===== config.mk =====
export PLATFORM = sky130hd
export DESIGN_NAME = omlp_exec
export DESIGN_NICKNAME = d
export VERILOG_FILES = /design/src/logic/omlp_phase.v /design/src/logic/omlp_exec.v
export VERILOG_INCLUDE_DIRS = /design/src /design/src/logic
export SDC_FILE = /design/constraint.sdc
export NUM_CORES = 1
export LEC_CHECK = 0
export BUFFER_PORTS_ARGS = -buffer_cell sky130_fd_sc_hd__buf_4
export CORE_MARGIN = 2
export CORE_UTILIZATION = 40
export CTS_CLUSTER_DIAMETER = 200
export DETAILED_ROUTE_END_ITERATION = 10
export PLACE_DENSITY = 0.7
export SLEW_MARGIN = 10
export SYNTH_ARGS = -nofsm -noshare
export SYNTH_HDL_FRONTEND = slang
export SYNTH_SLANG_ARGS = --single-unit

===== constraint.sdc =====
create_clock -name core_clk_i -period 3.8 [get_ports core_clk_i]
set_clock_uncertainty 0.15 [all_clocks]
set_input_delay 0.76 -clock core_clk_i [delete_from_list [all_inputs] [get_ports core_clk_i]]
set_output_delay 0.76 -clock core_clk_i [all_outputs]
set_load 0.1 [all_outputs]

===== src/logic/omlp_regs.vh =====
// Constants for the OR / move / pointer-load / file-move executor.
`ifndef OMLP_REGS_VH
`define OMLP_REGS_VH
// Opcode patterns, upper bits of the instruction word.
`define OMLP_OP_IOR 6'h04
`define OMLP_OP_MOVE_FILE_VALUE 6'h14
`define OMLP_OP_LOAD_POINTER_LITERAL 8'hee
`define OMLP_LOAD_POINTER_LITERAL_SUB 2'h0
`define OMLP_OP_FF1 4'hc
`define OMLP_OP_FF2 4'hf
// Operand field positions.
`define OMLP_BIT_D 9
`define OMLP_BIT_A 8
// Indexed literal offset limit.
`define OMLP_IDX_MAX 8'h5f
// Access bank split: offsets below 8'h60 in bank 0, the rest in bank 15.
`define OMLP_ACC_SPLIT 8'h60
`define OMLP_ACC_HI_BANK 4'hf
// Special data-space addresses.
`define OMLP_ADDR_WREG 12'hfe8
`define OMLP_ADDR_PCL 12'hff9
`define OMLP_ADDR_TOP_OF_STACK_LOW 12'hffd
`define OMLP_ADDR_TOP_OF_STACK_HIGH 12'hffe
`define OMLP_ADDR_TOP_OF_STACK_UPPER 12'hfff
// Reset values.
`define OMLP_RST_BYTE 8'h00
`define OMLP_RST_PTR 12'h000
// Phase codes, one-hot.
`define OMLP_Q1 4'h1
`define OMLP_Q2 4'h2
`define OMLP_Q3 4'h4
`define OMLP_Q4 4'h8
`endif


===== src/logic/omlp_phase.v =====
// Four-phase generator for the instruction cycle.
`timescale 1ns/100ps
`default_nettype none
`include "omlp_regs.vh"
module omlp_phase (
  // Clock and reset.
  input wire core_clk_i,
  input wire rst_n_i,
  // Phase outputs.
  output reg [3:0] phase_o
);
  // Rotate one-hot phase every clock; each core clock is one phase.
  always @(posedge core_clk_i or negedge rst_n_i) begin
    if (!rst_n_i) begin
      phase_o <= `OMLP_Q1;
    end else begin
      phase_o <= {phase_o[2:0], phase_o[3]};
    end
  end
endmodule // omlp_phase
`default_nettype wire


===== src/logic/omlp_exec.v =====
// Decode and execute for OR-with-file, move, pointer load, file move.
//
// Added by the designer: the address map and the plain strobed port.
`timescale 1ns/100ps
`default_nettype none
`include "omlp_regs.vh"
module omlp_exec (
  // Clock and reset.
  input wire core_clk_i,
  input wire rst_n_i,
  // Instruction stream and mode.
  input wire [15:0] instr_i,
  input wire instr_valid_i,
  input wire ext_set_en_i,
  input wire [3:0] bank_select_i,
  // Data memory port.
  input wire [7:0] mem_rdata_i,
  output reg [11:0] mem_addr_o,
  output reg mem_rd_o,
  output reg mem_wr_o,
  output reg [7:0] mem_wdata_o,
  // Core state.
  output reg [7:0] accum_o,
  output reg neg_flag_o,
  output reg zero_flag_o,
  output reg [11:0] ptr0_o,
  output reg [11:0] ptr1_o,
  output reg [11:0] ptr2_o,
  output reg [3:0] phase_o,
  output reg bad_dest_o
);
  // Instruction-cycle states, one-hot.
  // S_IDLE waits for a valid first word at the next Q1 edge.
  // S_ONE carries every first word through its Q2 to Q4 work.
  // S_LFSR2 and S_FF2 take the second word of a two-word instruction
  // at the next Q1 (S_FF2 drops to idle on a valid word without the prefix); that word is an operand and
  // must never be decoded as an instruction of its own.
  // The pointer-load second word is taken whether or not the valid
  // input is high; the file-move second word is checked for its prefix
  // so that a caller who abandons the move with a fresh valid word is
  // not silently given a write to a random address.
  localparam S_IDLE = 4'h1;
  localparam S_ONE = 4'h2;
  localparam S_LFSR2 = 4'h4;
  localparam S_FF2 = 4'h8;

  reg rst_meta_reg;
  reg rst_sync_reg;
  wire rst_n;
  wire [3:0] phase;
  reg [3:0] state_reg;
  reg [15:0] ir_reg;
  reg [11:0] src_reg;
  reg [7:0] data_reg;
  reg [1:0] psel_reg;
  reg [11:0] fea;
  reg [7:0] res;
  wire is_ior;
  wire is_move_file_value;
  wire is_load_pointer_literal;
  wire is_ff1;
  wire is_ff2;

  // Reset release through two flip-flops.
  // The pin reset may rise at any time relative to the clock, so the
  // release is retimed here before any state machine sees it.
  // Assertion stays asynchronous: the block clears even with no clock.
  // Everything below, the phase generator included, uses the retimed
  // copy, so all registers leave reset on the same edge.
  always @(posedge core_clk_i or negedge rst_n_i) begin
    if (!rst_n_i) begin
      rst_meta_reg <= 1'b0;
      rst_sync_reg <= 1'b0;
    end else begin
      rst_meta_reg <= 1'b1;
      rst_sync_reg <= rst_meta_reg;
    end
  end
  assign rst_n = rst_sync_reg;

  omlp_phase u_phase (
    .core_clk_i(core_clk_i),
    .rst_n_i(rst_n),
    .phase_o(phase)
  );

  // Effective address of a single-word file operand.
  // With the bank bit set, the bank select value supplies the upper
  // nibble and the 8-bit field picks a byte inside that bank.
  // With the bank bit clear, the access bank is used: its low part maps
  // to the bottom of bank 0 and its high part to the top of bank 15,
  // which is where the special function registers live.
  // The indexed mode, when enabled, replaces the low part of the access
  // bank with an offset from the third pointer register.
  // The addition wraps at the 12-bit data space; a pointer near the top
  // of memory therefore reaches the bottom, which software must avoid.
  // This is a function because both the read in Q2 and the write in Q4
  // need the same address and must never disagree.
  function [11:0] file_addr;
    input [15:0] w;
    input [3:0] bank_select_reg;
    input ext;
    input [11:0] ptr2;
    begin
      if (w[`OMLP_BIT_A]) begin
        file_addr = {bank_select_reg, w[7:0]};
      end else if (ext && (w[7:0] <= `OMLP_IDX_MAX)) begin
        file_addr = ptr2 + {4'h0, w[7:0]};
      end else if (w[7:0] < `OMLP_ACC_SPLIT) begin
        file_addr = {4'h0, w[7:0]};
      end else begin
        file_addr = {`OMLP_ACC_HI_BANK, w[7:0]};
      end
    end
  endfunction

  // Write into the accumulator also when addressed as data space.
  function is_wreg;
    input [11:0] a;
    begin
      is_wreg = (a == `OMLP_ADDR_WREG);
    end
  endfunction

  // Opcode decode from the latched word.
  // All decodes but one look at the instruction register, so they stay
  // stable through Q2 to Q4 while the input bus is free to change.
  // The file-move second-word check looks at the live input instead,
  // since it must decide at the very Q1 edge whether to take the word.
  // Opcodes not listed here fall through every branch and do nothing.
  assign is_ior = (ir_reg[15:10] == `OMLP_OP_IOR);
  assign is_move_file_value = (ir_reg[15:10] == `OMLP_OP_MOVE_FILE_VALUE);
  assign is_load_pointer_literal = (ir_reg[15:8] == `OMLP_OP_LOAD_POINTER_LITERAL) &&
                   (ir_reg[7:6] == `OMLP_LOAD_POINTER_LITERAL_SUB);
  assign is_ff1 = (ir_reg[15:12] == `OMLP_OP_FF1);
  assign is_ff2 = (instr_i[15:12] == `OMLP_OP_FF2);

  // Result of the arithmetic in Q3.
  always @* begin
    fea = file_addr(ir_reg, bank_select_i, ext_set_en_i, ptr2_o);
    if (is_ior) begin
      res = accum_o | data_reg;
    end else begin
      res = data_reg;
    end
  end

  // Sequencer: words are taken in Q1, work spread across Q2..Q4.
  // Each core clock is one phase, so an instruction cycle is four
  // clocks and one instruction is accepted per cycle at most.
  // Q1 latches the word, Q2 issues the operand read, Q3 captures the
  // read data one clock after the strobe, and Q4 writes the result.
  // All outputs are registered, so what is decided at a phase edge is
  // seen on the pins during the clock that follows it.
  // Strobes are cleared every clock, so each is a single-clock pulse.
  // The accumulator lives here as well as in the data space; an access
  // to its data-space address is steered to the register and never to
  // the memory port, so a file operand that names it reads the true
  // value and a result written to it lands in the register.
  // Flags change only for the OR and the single move; the pointer load
  // and the file move leave them alone.
  // A file move to the program counter or a stack-top byte has no
  // defined effect; the write is dropped and a one-clock pulse reports
  // it, so system logic can trap the attempt.
  // Limitation: the bank select and the mode input are sampled live in
  // Q2, Q3 and Q4; they must not change inside an instruction cycle.
  // Trade-off: the read data is taken straight from the memory port in
  // Q3 with no buffer, which keeps the path short but requires the
  // memory to answer within one clock of the strobe.
  always @(posedge core_clk_i or negedge rst_n) begin
    if (!rst_n) begin
      state_reg <= S_IDLE;
      ir_reg <= 16'h0000;
      src_reg <= `OMLP_RST_PTR;
      data_reg <= `OMLP_RST_BYTE;
      psel_reg <= 2'h0;
      mem_addr_o <= `OMLP_RST_PTR;
      mem_rd_o <= 1'b0;
      mem_wr_o <= 1'b0;
      mem_wdata_o <= `OMLP_RST_BYTE;
      accum_o <= `OMLP_RST_BYTE;
      neg_flag_o <= 1'b0;
      zero_flag_o <= 1'b0;
      ptr0_o <= `OMLP_RST_PTR;
      ptr1_o <= `OMLP_RST_PTR;
      ptr2_o <= `OMLP_RST_PTR;
      phase_o <= `OMLP_Q1;
      bad_dest_o <= 1'b0;
    end else begin
      phase_o <= phase;
      mem_rd_o <= 1'b0;
      mem_wr_o <= 1'b0;
      bad_dest_o <= 1'b0;
      case (phase)
        // Q1 decode: latch the word for this cycle.
        `OMLP_Q1: begin
          if (state_reg == S_LFSR2 || state_reg == S_FF2) begin
            ir_reg <= instr_i;
            state_reg <= (instr_valid_i && state_reg == S_FF2 && !is_ff2)
                         ? S_IDLE : state_reg;
          end else if (instr_valid_i) begin
            ir_reg <= instr_i;
            state_reg <= S_ONE;
          end else begin
            state_reg <= S_IDLE;
          end
        end
        // Q2 read operand.
        `OMLP_Q2: begin
          if (state_reg == S_ONE && (is_ior || is_move_file_value)) begin
            mem_addr_o <= fea;
            mem_rd_o <= !is_wreg(fea);
          end else if (state_reg == S_ONE && is_ff1) begin
            mem_addr_o <= ir_reg[11:0];
            mem_rd_o <= !is_wreg(ir_reg[11:0]);
            src_reg <= ir_reg[11:0];
          end else if (state_reg == S_ONE && is_load_pointer_literal) begin
            psel_reg <= ir_reg[5:4];
          end
        end
        // Q3 process: capture read data.
        `OMLP_Q3: begin
          if (state_reg == S_ONE && (is_ior || is_move_file_value || is_ff1)) begin
            // The accumulator as operand is read from its own register.
            data_reg <= ((is_ff1 && is_wreg(src_reg)) ||
                         (!is_ff1 && is_wreg(fea)))
                        ? accum_o : mem_rdata_i;
          end
        end
        // Q4 write destination.
        `OMLP_Q4: begin
          if (state_reg == S_ONE && (is_ior || is_move_file_value)) begin
            neg_flag_o <= res[7];
            zero_flag_o <= (res == 8'h00);
            if (ir_reg[`OMLP_BIT_D]) begin
              mem_addr_o <= fea;
              mem_wdata_o <= res;
              if (is_wreg(fea)) begin
                accum_o <= res;
              end else begin
                mem_wr_o <= 1'b1;
              end
            end else begin
              accum_o <= res;
            end
            state_reg <= S_IDLE;
          end else if (state_reg == S_ONE && is_load_pointer_literal) begin
            // High part goes now; low byte arrives with word two.
            case (psel_reg)
              2'h0: ptr0_o[11:8] <= ir_reg[3:0];
              2'h1: ptr1_o[11:8] <= ir_reg[3:0];
              2'h2: ptr2_o[11:8] <= ir_reg[3:0];
              default: ptr2_o <= ptr2_o;
            endcase
            state_reg <= S_LFSR2;
          end else if (state_reg == S_ONE && is_ff1) begin
            state_reg <= S_FF2;
          end else if (state_reg == S_LFSR2) begin
            case (psel_reg)
              2'h0: ptr0_o[7:0] <= ir_reg[7:0];
              2'h1: ptr1_o[7:0] <= ir_reg[7:0];
              2'h2: ptr2_o[7:0] <= ir_reg[7:0];
              default: ptr2_o <= ptr2_o;
            endcase
            state_reg <= S_IDLE;
          end else if (state_reg == S_FF2) begin
            // Second word: no dummy read, write in the last phase.
            mem_addr_o <= ir_reg[11:0];
            mem_wdata_o <= data_reg;
            if (is_wreg(ir_reg[11:0])) begin
              accum_o <= data_reg;
            end else if (ir_reg[11:0] == `OMLP_ADDR_PCL ||
                         ir_reg[11:0] >= `OMLP_ADDR_TOP_OF_STACK_LOW) begin
              bad_dest_o <= 1'b1;
            end else begin
              mem_wr_o <= 1'b1;
            end
            state_reg <= S_IDLE;
          end else begin
            state_reg <= S_IDLE;
          end
        end
        default: state_reg <= S_IDLE;
      endcase
    end
  end
endmodule // omlp_exec
`default_nettype wire


Word level (Yosys, flattened, before mapping)
Index checks and enable logic that the tools add are counted.
{"block": "classes", "n_addsub": 1, "order_cmp": 3, "n_eq_ne": 30, "muxes": 63, "bitwise": 5, "reduce_logical": 42}
{"op": "8-bit 2-to-1 mux", "count": 19}
{"op": "12-bit 2-to-1 mux", "count": 12}
{"op": "12-bit equality test, second input constant", "count": 4}
{"op": "16-bit 2-to-1 mux", "count": 2}
{"op": "4-bit 2-to-1 mux", "count": 6}
{"op": "12-bit one-hot mux with 2 select lines", "count": 1}
{"op": "6-bit AND reduction", "count": 4}
{"op": "1-bit 2-to-1 mux", "count": 21}
{"op": "3-bit != test, second input constant", "count": 7}
{"op": "4-bit equality test, second input constant", "count": 4}
{"op": "4-bit AND reduction", "count": 4}
{"op": "7-bit AND reduction", "count": 2}
{"op": "12-bit by 8-bit adder with 12-bit output", "count": 1}
{"op": "12-bit >= comparator, second input constant", "count": 1}
{"op": "4-bit one-hot mux with 3 select lines", "count": 1}
{"op": "1-bit logical AND", "count": 10}
{"op": "4-bit by 2-bit equality test with 1-bit output, second input constant", "count": 2}
{"op": "4-bit by 3-bit equality test with 1-bit output, second input constant", "count": 2}
{"op": "8-bit equality test, second input constant", "count": 1}
{"op": "8-bit by 7-bit less-or-equal comparator with 1-bit output, second input constant", "count": 1}
{"op": "8-bit zero test", "count": 1}
{"op": "8-bit by 7-bit < comparator with 1-bit output, second input constant", "count": 1}
{"op": "8-bit bitwise OR", "count": 1}
{"op": "2-bit AND reduction", "count": 4}
{"op": "other kinds (16)", "count": 32}
{"block": "word_totals", "ff_bits": 121, "inputBits": 32, "output_inout_bits": 73}

Depth between registers and ports, before layout
{"block": "depth", "ltp_word": 10, "ltp_mapped": 12}

Modules after synthesis
Synthesis repeated with hierarchy kept, for this count alone.
{"block": "hier_totals", "cells_unflattened": 537, "hier_area_um2": 5840.6}
{"module": "omlp_exec", "instances": 1, "cells_per_inst": 533, "area_per_inst_um2": 5739.3}
{"module": "omlp_phase", "instances": 1, "cells_per_inst": 4, "area_per_inst_um2": 101.3}

Least setup slack after synthesis
No wires, ideal clock.
{"block": "synth_timing", "kind": "register -> register", "startpoint": "register ptr2_o[0]", "endpoint": "register data_reg[7]", "setup_ns": 0.141, "arrival_ns": 3.671, "t_required_ns": 3.509, "setup_slack_ns": -0.162, "stages_incl_launch_ff": 13, "period_less_slack_ns": 3.962, "path_cell_list": "dfrtp_1 -> ha_1 -> inv_1 -> fa_1 -> nand2b_1 -> a21oi_1 -> o21ai_0 -> xor2_1 -> a21oi_1 -> nand3_1 -> o41ai_4 -> mux2i_1 -> a21oi_2"}
{"block": "synth_between", "elab_chain_len": 7}
{"element": "from (decl)", "line": "omlp_exec.v:28", "text": "output reg [11:0] ptr2_o,"}
{"element": "from (signal assigned)", "line": "omlp_exec.v:186", "text": "ptr2_o <= `OMLP_RST_PTR;"}
{"element": "from (signal assigned)", "line": "omlp_exec.v:253", "text": "default: ptr2_o <= ptr2_o;"}
{"element": "from (signal assigned)", "line": "omlp_exec.v:262", "text": "2'h2: ptr2_o[7:0] <= ir_reg[7:0];"}
{"element": "12-bit by 8-bit adder with 12-bit output", "line": "omlp_exec.v:108", "text": "file_addr = ptr2 + {4'h0, w[7:0]};"}
{"element": "12-bit 2-to-1 mux", "line": "omlp_exec.v:107", "text": "end else if (ext && (w[7:0] <= `OMLP_IDX_MAX)) begin"}
{"element": "12-bit 2-to-1 mux", "line": "omlp_exec.v:105", "text": "if (w[`OMLP_BIT_A]) begin"}
{"element": "12-bit equality test (no line)"}
{"element": "1-bit logical AND", "line": "omlp_exec.v:226", "text": "(!is_ff1 && is_wreg(fea)))"}
{"element": "1-bit logical OR", "line": "omlp_exec.v:225", "text": "data_reg <= ((is_ff1 && is_wreg(src_reg)) ||"}
{"element": "8-bit 2-to-1 mux", "line": "omlp_exec.v:227", "text": "? accum_o : mem_rdata_i;"}
{"element": "to (signal assigned)", "line": "omlp_exec.v:175", "text": "data_reg <= `OMLP_RST_BYTE;"}
{"element": "to (signal assigned)", "line": "omlp_exec.v:225"}
{"element": "to (decl)", "line": "omlp_exec.v:54", "text": "reg [7:0] data_reg;"}
No other way between the ends.
A chain may end at the register's enable or synchronous reset.

Worst setup path after layout
{"block": "layout_timing", "startpoint": "register ptr2_o[0]", "endpoint": "register accum_o[7]"}
{"block": "layout_between", "elab_chain_len": 6}
{"element": "12-bit by 8-bit adder with 12-bit output", "line": "omlp_exec.v:108"}
{"element": "12-bit 2-to-1 mux", "line": "omlp_exec.v:107"}
{"element": "12-bit 2-to-1 mux", "line": "omlp_exec.v:105"}
{"element": "12-bit equality test (no line)"}
{"element": "3-bit by 2-bit != test with 1-bit output (no line)"}
{"element": "7-bit AND reduction (no line)"}
{"element": "to (signal assigned)", "line": "omlp_exec.v:181", "text": "accum_o <= `OMLP_RST_BYTE;"}
{"element": "to (signal assigned)", "line": "omlp_exec.v:239", "text": "accum_o <= res;"}
{"element": "to (signal assigned)", "line": "omlp_exec.v:244", "text": "accum_o <= res;"}
{"element": "to (decl)", "line": "omlp_exec.v:23", "text": "output reg [7:0] accum_o,"}
No other way between the ends.

==> metrics.txt <==
Synth top area share 51.1%; top post-synthesis cells by count dfrtp_1, mux2_2, nor2_1; CTS root buf clkbuf_16; DRC Markers 0; Finished Cell Area ~7400 um2; WL/cell 18.4 um; crit start category flop; slowest CP cell o311a_1; fraction of registers with async set/reset between 90% and 100%; Die Y-Extent between 100 and 150 um; number of post-CTS setup repair buffers 0; CP max FO 10; Post-synth top flop dfrtp_1; Max Cap Violations 0; PnR worst setup slack roughly 0.31 ns; max reg flops 16; clock tree buffer depth 2; Worst Max-Slew Pin Slew between 1 and 1.5 ns; critical path required time 3.98 ns; area of the multi-input gates 2530 um2; Die X 123 um; relative slew slack 29.6%; die area 15200 um2; layout cell share with drive strength beyond 1 around 36%; Layout Nets 681; worst hold path type reg -> reg; setup slack, reg-to-reg 0.31 ns; fin. max-slew vios 0; Avg Inst Size Synth 10.9 um2; largest family of logic cells by synthesized area multiplexers; Area Growth Syn to Fin 29.6%; YS warnings 0; H-tree lvl count 4; Synth area leaders dfrtp_1, mux2_2, o21ai_0; crit path cell chain ha_1 -> inv_1 -> fa_1 -> nand2b_1 -> a21oi_1 -> o21ai_0 -> xor2_1 -> a21oi_1 -> nand3_1 -> o311a_1 -> nand3b_1 -> o21ai_0; Layout Utilization 53.0%; Hold Path End rst_n; first drt pass iteration count 5; final hold vios 0; outcome finished, final reports clean; Seq cells post-synth 119; Reg2Reg Depth 12; first-pass GRT wire length 24200 um; CTS tree done; Critical Path End Type flop; crit path kind reg -> reg; mapped cell area 5680 um2; RSZ-0062 raised after global routing no; simple-gate area share of the yosys netlist 12.8%; setup violators final 0; max frequency around 0.29 GHz; vias 4578; most numerous cell in the Yosys netlist dfrtp_1; row count 43; arrival time worst endpoint 3.66 ns; Worst-Skew Late Latency 0.42 ns; area leader, netlist dfrtp_1; DP HPWL 11200 um; register area 2990 um2; largest net degree at the start of global routing 84; worst setup path startpoint ptr2_o[0]; DRT antenna net count 0; number of fill cells 1217; Post-synth EDFFs 0; Post-Syn Nets 561; leak pwr ~0.0036 uW; # port buffers approximately 100; initial DRC count 324; starting density of the core 40.9%; grt ovf 0; GRT Overall Usage 21.3%; XOR/XNOR Fraction of Synth Area 1.23%; GP Congestion 0.912; synthesized netlist cell count 520; Top Ports 105; Clock Sinks 119; worst IR drop on VDD between 0.0002 and 0.0003 V; post-synthesis compound-gate area fraction 13.7%; cts hold-fix bufs 1; hold path startpoint rst_meta_reg; Post-Route Setup TNS 0 ns; slowest stage delay, CP about 0.51 ns; Ant. Diodes 0; CTS clk-pin slew, worst paths 0.06 ns; Post-Route WL 15400 um; reg-to-reg critical path endpoint accum_o[7]; Core ar. 13900 um2; crit share post-route 91.8%; vias in the first global route 4552; post-synth cell types between 60 and 70; Power Density between 400 and 500 nW/um2; CTS buffer count 17; register area share after synthesis 52.5%; Min-Delay Path Depth 0; Synth Area in Adders 2.12%; vias per inst approximately 5.5; post-CTS resize count 0; fin crit period 3.49 ns; dpl cell area 6730 um2; Biggest register file_addr.w; mux cell area share after synthesis between 10 and 15%; pre-CTS setup slack 0.375 ns; antenna violations before repair 0; FF-to-FF Start ptr2_o[0]
==> worst max path at each step <==
stage	end	slack [ns]	depth (start not counted)
global route	accum_o[3]	0.01	12
finish	accum_o[7]	0.31	12
global placement	data_reg[7]	0.55	13
CTS	accum_o[1]	0.35	12
detailed placement	accum_o[1]	0.37	12
floorplan	data_reg[7]	0.08	9
==> layer usage <==
| layer | up-vias | track usage, % | wire [um] |
|---|---|---|---|
| li1 | 2112 | - | - |
| met1 | 2299 | 27.9 | 6720 |
| met2 | 148 | 34.1 | 7520 |
| met3 | 19 | 5.21 | 855 |
| met4 | 0 | 8.59 | 265 |
| met5 | - | 0 | 0 |
==> per-stage QoR <==
step | instances | total power (uW) | hold WS (ns)
detailed placement | 800 | 1360 | 0.189
CTS | 833 | 3050 | 0.202
floorplan | 520 | 1320 | 0.181
global route | 833 | 3110 | 0.204
finish | 833 | 3020 | 0.198
global placement | 800 | 1360 | 0.187
==> critical path: cells and delay by family (launching register included) <==
family                     cells  cell delay, ns
buffers and inverters          1            0.06
DFF                            1            0.37
AOI/OAI and AO/OA              5            1.34
adders and majority gates      2            0.56
xor gates and xnor gates       1            0.17
and+or+nand+nor                3            0.73
==> final cells by class <==
type	count	area share [%]
clock inverters	12	2.40
repair buffers	122	12.5
multi-input cells	360	34.4
inverters	20	1.02
clock buffers	20	6.07
flip-flops and latches	119	40.6
well taps	180	3.06
==> cell families (layout without fill, tap and decap cells) <==
kind of cell	count (synthesis)	count (layout)
other	1	1
AND/OR/NAND/NOR	145	145
adder cells (fa/ha/maj)	9	9
XOR/XNOR	8	8
buffers and inverters	41	174
flip-flops	119	119
multiplexers	75	75
AO/OA/AOI/OAI	122	122
==> cells in the final DEF (no fill, tap or decap), types with 3 or more instances in the layout <==
| master | count |
|---|---|
| buf_4 | 121 |
| dfrtp_1 | 113 |
| mux2_2 | 62 |
| nor2_1 | 44 |
| o21ai_0 | 41 |
| nand2_1 | 39 |
| a21oi_1 | 37 |
| inv_1 | 20 |
| clkbuf_16 | 17 |
| mux2i_1 | 13 |
| nor3_1 | 10 |
| nor4_1 | 8 |
| a21oi_2 | 8 |
| ha_1 | 8 |
| nand3b_1 | 7 |
| nand4_1 | 6 |
| xor2_1 | 6 |
| nand3_1 | 5 |
| or4_1 | 4 |
| nand2b_1 | 4 |
| a21o_1 | 4 |
| bufinv_16 | 4 |
| a211o_1 | 3 |
| a41oi_1 | 3 |
| o31ai_1 | 3 |
| clkinv_4 | 3 |
| clkinv_2 | 3 |
| dfstp_2 | 3 |
==> where the power goes <==
group	internal [uW]	total, uW	switching, uW
Combinational	26.9	53.6	26.7
Clock	1110	1680	568
Sequential	1270	1290	16.7
No activity file was read; power rests on OpenSTA's default activity.
